===== src/rtl/pid_defs.vh =====
// Register map, field layout and preset constants of the pulse input event detector
`ifndef PID_DEFS_VH
`define PID_DEFS_VH

// Register byte offsets
`define PID_COND_OFS 12'h000
`define PID_MODE_OFS 12'h004
`define PID_LEVEL_OFS 12'h008
`define PID_COUNT_OFS 12'h00c

// Reset values
`define PID_COND_RST 16'h0000
`define PID_MODE_RST 4'h0
`define PID_COUNT_RST 16'h0000

// Level register fields
`define PID_LVL_A_BIT 0
`define PID_LVL_B_BIT 1
`define PID_LVL_DET_BIT 2
`define PID_LVL_LATCH_LSB 4
`define PID_LVL_EVENT_LSB 8

// Condition bit positions (enable register)
`define PID_C_A_RISE 0
`define PID_C_A_FALL 1
`define PID_C_A_LOW 2
`define PID_C_A_HIGH 3
`define PID_C_B_RISE 4
`define PID_C_B_FALL 5
`define PID_C_B_LOW 6
`define PID_C_B_HIGH 7
`define PID_C_AR_BL 8
`define PID_C_AR_BH 9
`define PID_C_AF_BL 10
`define PID_C_AF_BH 11
`define PID_C_AL_BR 12
`define PID_C_AH_BR 13
`define PID_C_AL_BF 14
`define PID_C_AH_BF 15

// Pulse input mode codes
`define PID_MODE_CUSTOM 4'h0
`define PID_MODE_P1X1_UP 4'h1
`define PID_MODE_P1X1_DN 4'h2
`define PID_MODE_P1X2_UP 4'h3
`define PID_MODE_P1X2_DN 4'h4
`define PID_MODE_CW_DN 4'h5
`define PID_MODE_P2X1_DN 4'h6
`define PID_MODE_P2X2_UP 4'h7
`define PID_MODE_P2X2_DN 4'h8
`define PID_MODE_QUAD_X4_UP 4'h9
`define PID_MODE_QUAD_X4_DN 4'ha

// Condition masks loaded by each preset
`define PID_MASK_P1X1_UP 16'h0100
`define PID_MASK_P1X1_DN 16'h0800
`define PID_MASK_P1X2_UP 16'h0500
`define PID_MASK_P1X2_DN 16'h0a00
`define PID_MASK_CW_DN 16'h1000
`define PID_MASK_P2X1_DN 16'h0400
`define PID_MASK_P2X2_UP 16'h0900
`define PID_MASK_P2X2_DN 16'h0600
`define PID_MASK_QUAD_X4_UP 16'h6900
`define PID_MASK_QUAD_X4_DN 16'h9600

`endif


===== src/rtl/cond_detector.v =====
// Sixteen-condition edge and level detector on phase A and phase B
`timescale 1ns/1ps
`include "pid_defs.vh"
module cond_detector (
    // Clock and reset
    input wire mclk,
    input wire rst,
    // Synchronised phases and enables
    input wire phaseA,
    input wire phaseB,
    input wire [15:0] condEn,
    // Combinational hit, registered by the caller
    output wire hit
);
    reg prevA_r;
    reg prevB_r;
    wire aRise;
    wire aFall;
    wire bRise;
    wire bFall;
    wire [15:0] cond;

    // Edges against the level one clock earlier
    always @(posedge mclk)
    begin
        if (rst)
        begin
            prevA_r <= 1'b0;
            prevB_r <= 1'b0;
        end
        else
        begin
            prevA_r <= phaseA;
            prevB_r <= phaseB;
        end
    end

    assign aRise = phaseA & ~prevA_r;
    assign aFall = ~phaseA & prevA_r;
    assign bRise = phaseB & ~prevB_r;
    assign bFall = ~phaseB & prevB_r;

    assign cond[`PID_C_A_RISE] = aRise;
    assign cond[`PID_C_A_FALL] = aFall;
    assign cond[`PID_C_A_LOW] = ~phaseA;
    assign cond[`PID_C_A_HIGH] = phaseA;
    assign cond[`PID_C_B_RISE] = bRise;
    assign cond[`PID_C_B_FALL] = bFall;
    assign cond[`PID_C_B_LOW] = ~phaseB;
    assign cond[`PID_C_B_HIGH] = phaseB;
    assign cond[`PID_C_AR_BL] = aRise & ~phaseB;
    assign cond[`PID_C_AR_BH] = aRise & phaseB;
    assign cond[`PID_C_AF_BL] = aFall & ~phaseB;
    assign cond[`PID_C_AF_BH] = aFall & phaseB;
    assign cond[`PID_C_AL_BR] = bRise & ~phaseA;
    assign cond[`PID_C_AH_BR] = bRise & phaseA;
    assign cond[`PID_C_AL_BF] = bFall & ~phaseA;
    assign cond[`PID_C_AH_BF] = bFall & phaseA;

    assign hit = |(cond & condEn);
endmodule // cond_detector


===== src/rtl/level_sync.v =====
// Two-flop synchroniser for a group of pin levels
`timescale 1ns/1ps
module level_sync #(
    parameter WIDTH = 1
) (
    // Clock and reset
    input wire mclk,
    input wire rst,
    // Levels
    input wire [WIDTH-1:0] pinIn,
    output reg [WIDTH-1:0] syncOut
);
    reg [WIDTH-1:0] meta_r;

    always @(posedge mclk)
    begin
        if (rst)
        begin
            meta_r <= {WIDTH{1'b0}};
            syncOut <= {WIDTH{1'b0}};
        end
        else
        begin
            meta_r <= pinIn;
            syncOut <= meta_r;
        end
    end
endmodule // level_sync


===== src/rtl/pulse_input_event_detector.v =====
// Pulse input event detector with input, latch and event terminals and an APB slave
// Functional notes
// - Each pulse terminal presents its input level, 0 or 1, to the detector.
// - Pulse input 0 is fixed to phase A, input 1 to phase B.
// - Sixteen-bit cell has two latch terminals, 32-bit one; latch 0->A, 1->B.
// - Latch terminals output their latch line level, feeding only the latch detector.
// - Sixteen-bit cell has four event terminals, 32-bit two; levels go to counter.
// - Sixteen condition enables reset OFF; output High when an enabled condition holds.
// - Selecting a preset loads all sixteen bits; later bit changes revert to custom.
// - A-rising enabled: one-cycle pulse on phase A rise, B ignored.
// - A-falling enabled: one-cycle pulse on phase A fall, B ignored.
// - A-low enabled: output High while phase A Low.
// - A-high enabled: output High while phase A High.
// - B-rising or B-falling enabled: one-cycle pulse on matching phase B edge.
// - B-low or B-high enabled: output High while phase B at that level.
// - A rise while B Low gives a one-cycle pulse.
// - A fall while B Low gives a one-cycle pulse.
// - A fall while B High gives a one-cycle pulse.
// - B rise while A Low gives a one-cycle pulse.
// - B rise while A High gives a one-cycle pulse.
// - B fall while A Low gives a one-cycle pulse.
// - B fall while A High gives a one-cycle pulse.
// - A rise while B High gives a one-cycle pulse.
// - Quad x4 up preset enables A-rise/B-low, A-fall/B-high, B-rise/A-high, B-fall/A-low.
`timescale 1ns/1ps
`include "pid_defs.vh"
module pulse_input_event_detector #(
    parameter LATCH_N = 2,
    parameter EVENT_N = 4
) (
    // Clock and reset
    input wire mclk,
    input wire rst,
    // APB slave
    input wire psel,
    input wire penable,
    input wire pwrite,
    input wire [11:0] paddr,
    input wire [31:0] pwdata,
    output reg [31:0] prdata,
    output reg pready,
    output reg pslverr,
    // Cell input pins
    input wire pulseIn0,
    input wire pulseIn1,
    input wire [LATCH_N-1:0] latchIn,
    input wire [EVENT_N-1:0] eventIn,
    // Towards latch detector and counter timer
    output reg detOut,
    output reg [LATCH_N-1:0] latchA,
    output reg [EVENT_N-1:0] eventLvl
);
    // Preset lookup; an unknown code loads nothing
    function [15:0] presetMask;
        input [3:0] mode;
        begin
            case (mode)
                `PID_MODE_P1X1_UP: presetMask = `PID_MASK_P1X1_UP;
                `PID_MODE_P1X1_DN: presetMask = `PID_MASK_P1X1_DN;
                `PID_MODE_P1X2_UP: presetMask = `PID_MASK_P1X2_UP;
                `PID_MODE_P1X2_DN: presetMask = `PID_MASK_P1X2_DN;
                `PID_MODE_CW_DN: presetMask = `PID_MASK_CW_DN;
                `PID_MODE_P2X1_DN: presetMask = `PID_MASK_P2X1_DN;
                `PID_MODE_P2X2_UP: presetMask = `PID_MASK_P2X2_UP;
                `PID_MODE_P2X2_DN: presetMask = `PID_MASK_P2X2_DN;
                `PID_MODE_QUAD_X4_UP: presetMask = `PID_MASK_QUAD_X4_UP;
                `PID_MODE_QUAD_X4_DN: presetMask = `PID_MASK_QUAD_X4_DN;
                default: presetMask = `PID_COND_RST;
            endcase
        end
    endfunction

    // Mode code validity check; writes of unknown codes are dropped
    function validMode;
        input [3:0] mode;
        begin
            validMode = (mode <= `PID_MODE_QUAD_X4_DN);
        end
    endfunction

    // Address decode, used for reads and writes
    function isMapped;
        input [11:0] addr;
        begin
            isMapped = (addr == `PID_COND_OFS) || (addr == `PID_MODE_OFS) ||
                (addr == `PID_LEVEL_OFS) || (addr == `PID_COUNT_OFS);
        end
    endfunction

    // Register map, one word each:
    //   COND  rw  sixteen condition enables, bit n-1 is condition n
    //   MODE  rw  preset code; a write of a known code loads the enables
    //   LEVEL ro  synchronised pins and the detector output
    //   COUNT ro  cycles with the detector output high; any write clears

    reg [15:0] condEn_r;
    reg [15:0] condEn_nxt;
    reg [3:0] mode_r;
    reg [3:0] mode_nxt;
    reg [15:0] count_r;
    reg [15:0] count_nxt;
    reg [31:0] rdMux;
    reg [31:0] levelWord;
    wire phaseA;
    wire phaseB;
    wire [LATCH_N-1:0] latchSync;
    wire [EVENT_N-1:0] eventSync;
    wire hit;
    wire accessPh;
    wire wrDone;
    wire countClr;
    // Decoded selects and strobes of the register bus
    wire rdTake;
    wire selCond;
    wire selMode;
    wire selLevel;
    wire selCount;
    wire wrCond;
    wire wrMode;
    wire condDiffers;

    // Pins cross into mclk before any logic sees them
    level_sync #(
        .WIDTH(2)
    ) u_pulseSync (
        .mclk(mclk),
        .rst(rst),
        .pinIn({pulseIn1, pulseIn0}),
        .syncOut({phaseB, phaseA})
    );

    // Latch levels only pass through; the latch detector sits elsewhere
    level_sync #(
        .WIDTH(LATCH_N)
    ) u_latchSync (
        .mclk(mclk),
        .rst(rst),
        .pinIn(latchIn),
        .syncOut(latchSync)
    );

    // Event levels go to the counter timer with no further logic
    level_sync #(
        .WIDTH(EVENT_N)
    ) u_eventSync (
        .mclk(mclk),
        .rst(rst),
        .pinIn(eventIn),
        .syncOut(eventSync)
    );

    cond_detector u_det (
        .mclk(mclk),
        .rst(rst),
        .phaseA(phaseA),
        .phaseB(phaseB),
        .condEn(condEn_r),
        .hit(hit)
    );

    // APB: one wait state, so pready rises on the first access edge
    assign accessPh = psel & penable;
    assign wrDone = accessPh & pready & pwrite;
    // Read data is captured on the same edge that raises pready so it stands with it
    assign rdTake = accessPh & ~pready & ~pwrite;

    // Register selects; an unmapped address selects nothing
    assign selCond = (paddr == `PID_COND_OFS);
    assign selMode = (paddr == `PID_MODE_OFS);
    assign selLevel = (paddr == `PID_LEVEL_OFS);
    assign selCount = (paddr == `PID_COUNT_OFS);

    // Write strobes, valid only in the completing access cycle
    assign wrCond = wrDone & selCond;
    assign wrMode = wrDone & selMode & validMode(pwdata[3:0]);
    assign countClr = wrDone & selCount;
    assign condDiffers = (pwdata[15:0] != condEn_r);

    // Handshake: pready is a single-cycle pulse per transfer
    always @(posedge mclk)
    begin
        if (rst)
        begin
            pready <= 1'b0;
        end
        else
        begin
            pready <= accessPh & ~pready;
        end
    end

    // Unmapped addresses answer with an error; their writes change nothing
    always @(posedge mclk)
    begin
        if (rst)
        begin
            pslverr <= 1'b0;
        end
        else
        begin
            pslverr <= accessPh & ~pready & ~isMapped(paddr);
        end
    end

    // Read data holds until the next read, so a slow master still sees it
    always @(posedge mclk)
    begin
        if (rst)
        begin
            prdata <= 32'h00000000;
        end
        else if (rdTake)
        begin
            prdata <= rdMux;
        end
    end

    // Level word: pins as currently seen plus detector output
    always @*
    begin
        levelWord = 32'h00000000;
        levelWord[`PID_LVL_A_BIT] = phaseA;
        levelWord[`PID_LVL_B_BIT] = phaseB;
        levelWord[`PID_LVL_DET_BIT] = detOut;
        levelWord[`PID_LVL_LATCH_LSB +: LATCH_N] = latchSync;
        levelWord[`PID_LVL_EVENT_LSB +: EVENT_N] = eventSync;
    end

    // Read multiplexer; reserved bits and unmapped addresses read as zero
    always @*
    begin
        rdMux = 32'h00000000;
        if (selCond)
        begin
            rdMux[15:0] = condEn_r;
        end
        if (selMode)
        begin
            rdMux[3:0] = mode_r;
        end
        if (selLevel)
        begin
            rdMux = levelWord;
        end
        if (selCount)
        begin
            rdMux[15:0] = count_r;
        end
    end

    // A mode write loads the preset; an enable write that changes any bit
    // drops back to custom so the shown mode never disagrees with the bits
    always @*
    begin
        condEn_nxt = condEn_r;
        if (wrMode)
        begin
            condEn_nxt = presetMask(pwdata[3:0]);
        end
        else if (wrCond)
        begin
            condEn_nxt = pwdata[15:0];
        end
    end

    // Codes above the last preset are dropped without an error
    always @*
    begin
        mode_nxt = mode_r;
        if (wrMode)
        begin
            mode_nxt = pwdata[3:0];
        end
        else if (wrCond && condDiffers)
        begin
            mode_nxt = `PID_MODE_CUSTOM;
        end
    end

    // Detection counter saturates rather than wrapping, so a long level
    // condition cannot fold back to a small count; an event in the clearing
    // cycle still counts
    always @*
    begin
        if (countClr)
        begin
            count_nxt = `PID_COUNT_RST;
        end
        else
        begin
            count_nxt = count_r;
        end
        if (detOut && (count_nxt != 16'hffff))
        begin
            count_nxt = count_nxt + 16'h0001;
        end
    end

    // Configuration registers
    always @(posedge mclk)
    begin
        if (rst)
        begin
            condEn_r <= `PID_COND_RST;
            mode_r <= `PID_MODE_RST;
        end
        else
        begin
            condEn_r <= condEn_nxt;
            mode_r <= mode_nxt;
        end
    end

    always @(posedge mclk)
    begin
        if (rst)
        begin
            count_r <= `PID_COUNT_RST;
        end
        else
        begin
            count_r <= count_nxt;
        end
    end

    // Outputs come straight from flops, one stage after the synchronisers
    always @(posedge mclk)
    begin
        if (rst)
        begin
            detOut <= 1'b0;
            latchA <= {LATCH_N{1'b0}};
            eventLvl <= {EVENT_N{1'b0}};
        end
        else
        begin
            detOut <= hit;
            latchA <= latchSync;
            eventLvl <= eventSync;
        end
    end
endmodule // pulse_input_event_detector

===== config.mk =====
export PLATFORM = sky130hd
export DESIGN_NAME = pulse_input_event_detector
export DESIGN_NICKNAME = d
export VERILOG_FILES = /design/src/rtl/cond_detector.v /design/src/rtl/level_sync.v /design/src/rtl/pulse_input_event_detector.v
export VERILOG_INCLUDE_DIRS = /design/src /design/src/rtl
export SDC_FILE = /design/constraint.sdc
export NUM_CORES = 1
export LEC_CHECK = 0
export ABC_CLOCK_PERIOD_IN_PS = 3200
export BUFFER_PORTS_ARGS = -buffer_cell sky130_fd_sc_hd__buf_2
export CORE_MARGIN = 5
export CORE_UTILIZATION = 45
export DETAILED_ROUTE_END_ITERATION = 8
export GPL_ROUTABILITY_DRIVEN = 0
export PLACE_DENSITY = 0.7
export SYNTH_ARGS = -nofsm -noshare
export SYNTH_HDL_FRONTEND = slang
export SYNTH_SLANG_ARGS = --single-unit
export TNS_END_PERCENT = 10

===== constraint.sdc =====
create_clock -name mclk -period 3.2 [get_ports mclk]
set_input_delay 0.64 -clock mclk [delete_from_list [all_inputs] [get_ports mclk]]
set_output_delay 0.64 -clock mclk [all_outputs]
set_load 0.02 [all_outputs]

==> metrics <==
register area=0.00158 mm^2; Crit path max-delay family=simple AND/OR/NAND/NOR gates; CTS tree=yes; Max Cap Viol=0; # nets final=554; syn_area_per_cell=8.75 um^2; Critical Path Fanout Max=5; row count=33; Final setup viols=0; CP Launch Type=input pin; port buffer count=65; Via Count=3340; largest net degree at the start of global routing=40; HPWL Detailed=6690 um; fraction of layout cells with a size suffix above 1=19.9%; drt wl/cell=15.2 um; GRT overflow=0; Syn Inst Count=429; relative slew slack=54.7%; DRT Pass-1 Iters=5; crit-path max cell delay=0.48 ns; die height=101 um; CP max stage cell=nor4b_1; Post-CTS Hold Buffers=0; area occupied by multi-input gates=0.00198 mm^2; Root Buffer=clkbuf_8; peak supply drop=246 uV; status=finished, final reports clean; initial antenna violation count=0; Synth Register Bits=79; # diodes=0; Setup crit end kind=flop; Mapped Area=0.00375 mm^2; core area=0.00818 mm^2; P per Cell Area=479 mW/mm^2; Slew @ Worst Pin=0.678 ns; H-tree depth=3; First DRT Iteration DRCs=232; post-CTS setup buffer count=0; clock sinks=79; Synth-to-Final Area Change=16.3%; # DRC=0; Setup CP Type=input pin to flop; Yosys cell types=54; Via-to-Cell Ratio=5.55; Synth Warn #=0; pre-CTS setup slack=0.260 ns; Final min period=2.62 ns; worst path cell trace=buf_2, and4_1, nand4_1, and2_1, ha_1, nand4_1, buf_4, nor4b_1, nand4_1, xor2_1, nor2_1; # fillers=750; Buf/Inv on CP=2; Final Skew=0.00839 ns; CTS Buf Count=9; Worst path most repeated cell=nand4_1; Highest Clock Rate=381 MHz; post-route antenna net violation count=0; first-pass GRT wire length=14600 um; starting density of the core=45.9%; Leakage=1.73 nW; post-layout util=53.4%; Hold Crit Class=flop to flop; hold slack=0.443 ns; RSZ-0062 raised after global routing=false; Clock Latency Late Sink=0.34 ns; Reg clk slew, reported paths=0.08 ns; dominant synthesized flop cell=dfxtp_1; vias in the first global route=2981; I/O pins=98; worst path arrival time=2.85 ns; Final Worst Setup Slack=0.575 ns; fraction of registers with async set/reset=0%; Max Buffers Root-to-Sink=2; GRT Util Overall=17.9%; Final Max Slew Viols=0; die area=0.0103 mm^2; period utilization=82.0%; final hold vios=0; post-synthesis sequential area ratio=42.1%; CP required=3.42 ns; Sum Neg Setup Slack=0 ns; Die Wd=101 um; EDFF count, synth=0; post-CTS sizing=0; post-detailed-routing wire length=9160 um
[metal layers]
| metal | GRT usage [%] | vias to the layer above | share of wire [%] |
|---|---|---|---|
| li1 | - | 1613 | - |
| met1 | 25.1 | 1561 | 46 |
| met2 | 27.1 | 150 | 44 |
| met3 | 3.44 | 16 | 7.5 |
| met4 | 7.16 | 0 | 1.7 |
| met5 | 0 | - | 0 |
[worst register-to-register path, delay by kind of cell, from the launching register on]
family	cells	cell delay (ns)
fa+ha+maj	1	0.20
simple gates	7	1.55
flops	1	0.35
xor+xnor	1	0.15
buf+inv	1	0.20
[stage by stage]
| stage | cells | instance area (um^2) | total power [mW] |
|---|---|---|---|
| after floorplan | 444 | 3810 | 1.16 |
| after global routing | 602 | 4360 | 2.16 |
| final | 602 | 4360 | 2.09 |
| after detailed placement | 586 | 4120 | 1.21 |
| after global placement | 586 | 4120 | 1.20 |
| after CTS | 602 | 4360 | 2.09 |
[flip-flops by register name, summed over array words and instances, names as in the netlist, 4 cells and up]
register             cells
condEn_r                16
count_r                 16
eventLvl                 4
mode_r                   4
prdata                  16
u_eventSync.meta_r       4
u_eventSync.syncOut      4
[cell type report]
cell class | count | area share [%]
Sequential cell | 79 | 36.2
Clock inverter | 6 | 2.64
Multi-Input combinational cell | 319 | 45.4
Inverter | 9 | 0.774
Clock buffer | 10 | 2.92
Tap cell | 105 | 3.01
Timing Repair Buffer | 74 | 9.00
[kinds of logic (layout without fill, tap and decap cells)]
logic type                 count (synthesis)  in the layout  share of synthesized area, %
DFF                                       79             79                          42.1
buffers and inverters                     46             99                          6.54
AOI/OAI and AO/OA                         99             99                          17.3
other                                      1             16                        0.0999
xor gates and xnor gates                  28             28                          6.54
adders and majority gates                  5              5                          1.67
and+or+nand+nor                          167            167                          24.0
muxes                                      4              4                          1.73
[path summary, 6_finish.rpt]
path	cells after the start	endpoint	startpoint	slack [ns]
max	11	count_r[14]$_SDFF_PP0_	pwrite	0.58
min reg2reg	1	u_latchSync.syncOut[0]$_SDFF_PP0_	u_latchSync.meta_r[0]$_SDFF_PP0_	0.44
min	1	u_latchSync.syncOut[0]$_SDFF_PP0_	u_latchSync.meta_r[0]$_SDFF_PP0_	0.44
max reg2reg	10	count_r[14]$_SDFF_PP0_	pready$_SDFF_PP0_	0.64
[cells in the final DEF, fill, tap and decap left out, types with 3 or more instances in the layout]
cell | netlist | final
inv_1 | 9 | 9
nor3_1 | 12 | 12
and2_1 | 4 | 4
xnor2_1 | 10 | 10
nand2_1 | 40 | 40
nor4b_1 | 3 | 3
a22oi_1 | 8 | 8
or3_1 | 3 | 3
nand4_1 | 10 | 10
a22o_1 | 3 | 3
buf_4 | 16 | 9
bufinv_16 | 0 | 3
conb_1 | 1 | 16
ha_1 | 5 | 5
o21ai_0 | 19 | 19
nor4_1 | 7 | 7
dfxtp_1 | 79 | 79
buf_2 | 4 | 65
nor3b_1 | 4 | 4
nor2_1 | 32 | 32
a211oi_1 | 6 | 6
xor2_1 | 18 | 18
a221oi_1 | 8 | 8
nor2b_1 | 28 | 28
a21oi_1 | 37 | 37
clkbuf_8 | 0 | 9
nand3_1 | 12 | 12
[cell usage after synthesis, drive strengths merged (10+ instances only)]
library cell  number  area [um^2]
xor2              18          158
o21ai             19         95.1
dfxtp             79         1580
nor4              10         98.8
nand2             40          150
nor2              32          120
clkbuf            15         56.3
nor3              13         70.1
buf               22          155
nor2b             28          175
nand3             12         60.1
xnor2             10         87.6
a21oi             37          185
nand4             10         62.6
[where the power goes]
part / leakage [nW] / switching, mW / internal (mW) / total, mW
Clock: 0.117 / 0.378 / 0.524 / 0.902
Sequential: 0.642 / 0.0115 / 1.00 / 1.02
Combinational: 0.968 / 0.110 / 0.0606 / 0.171
No activity file was read; power rests on OpenSTA's default activity.
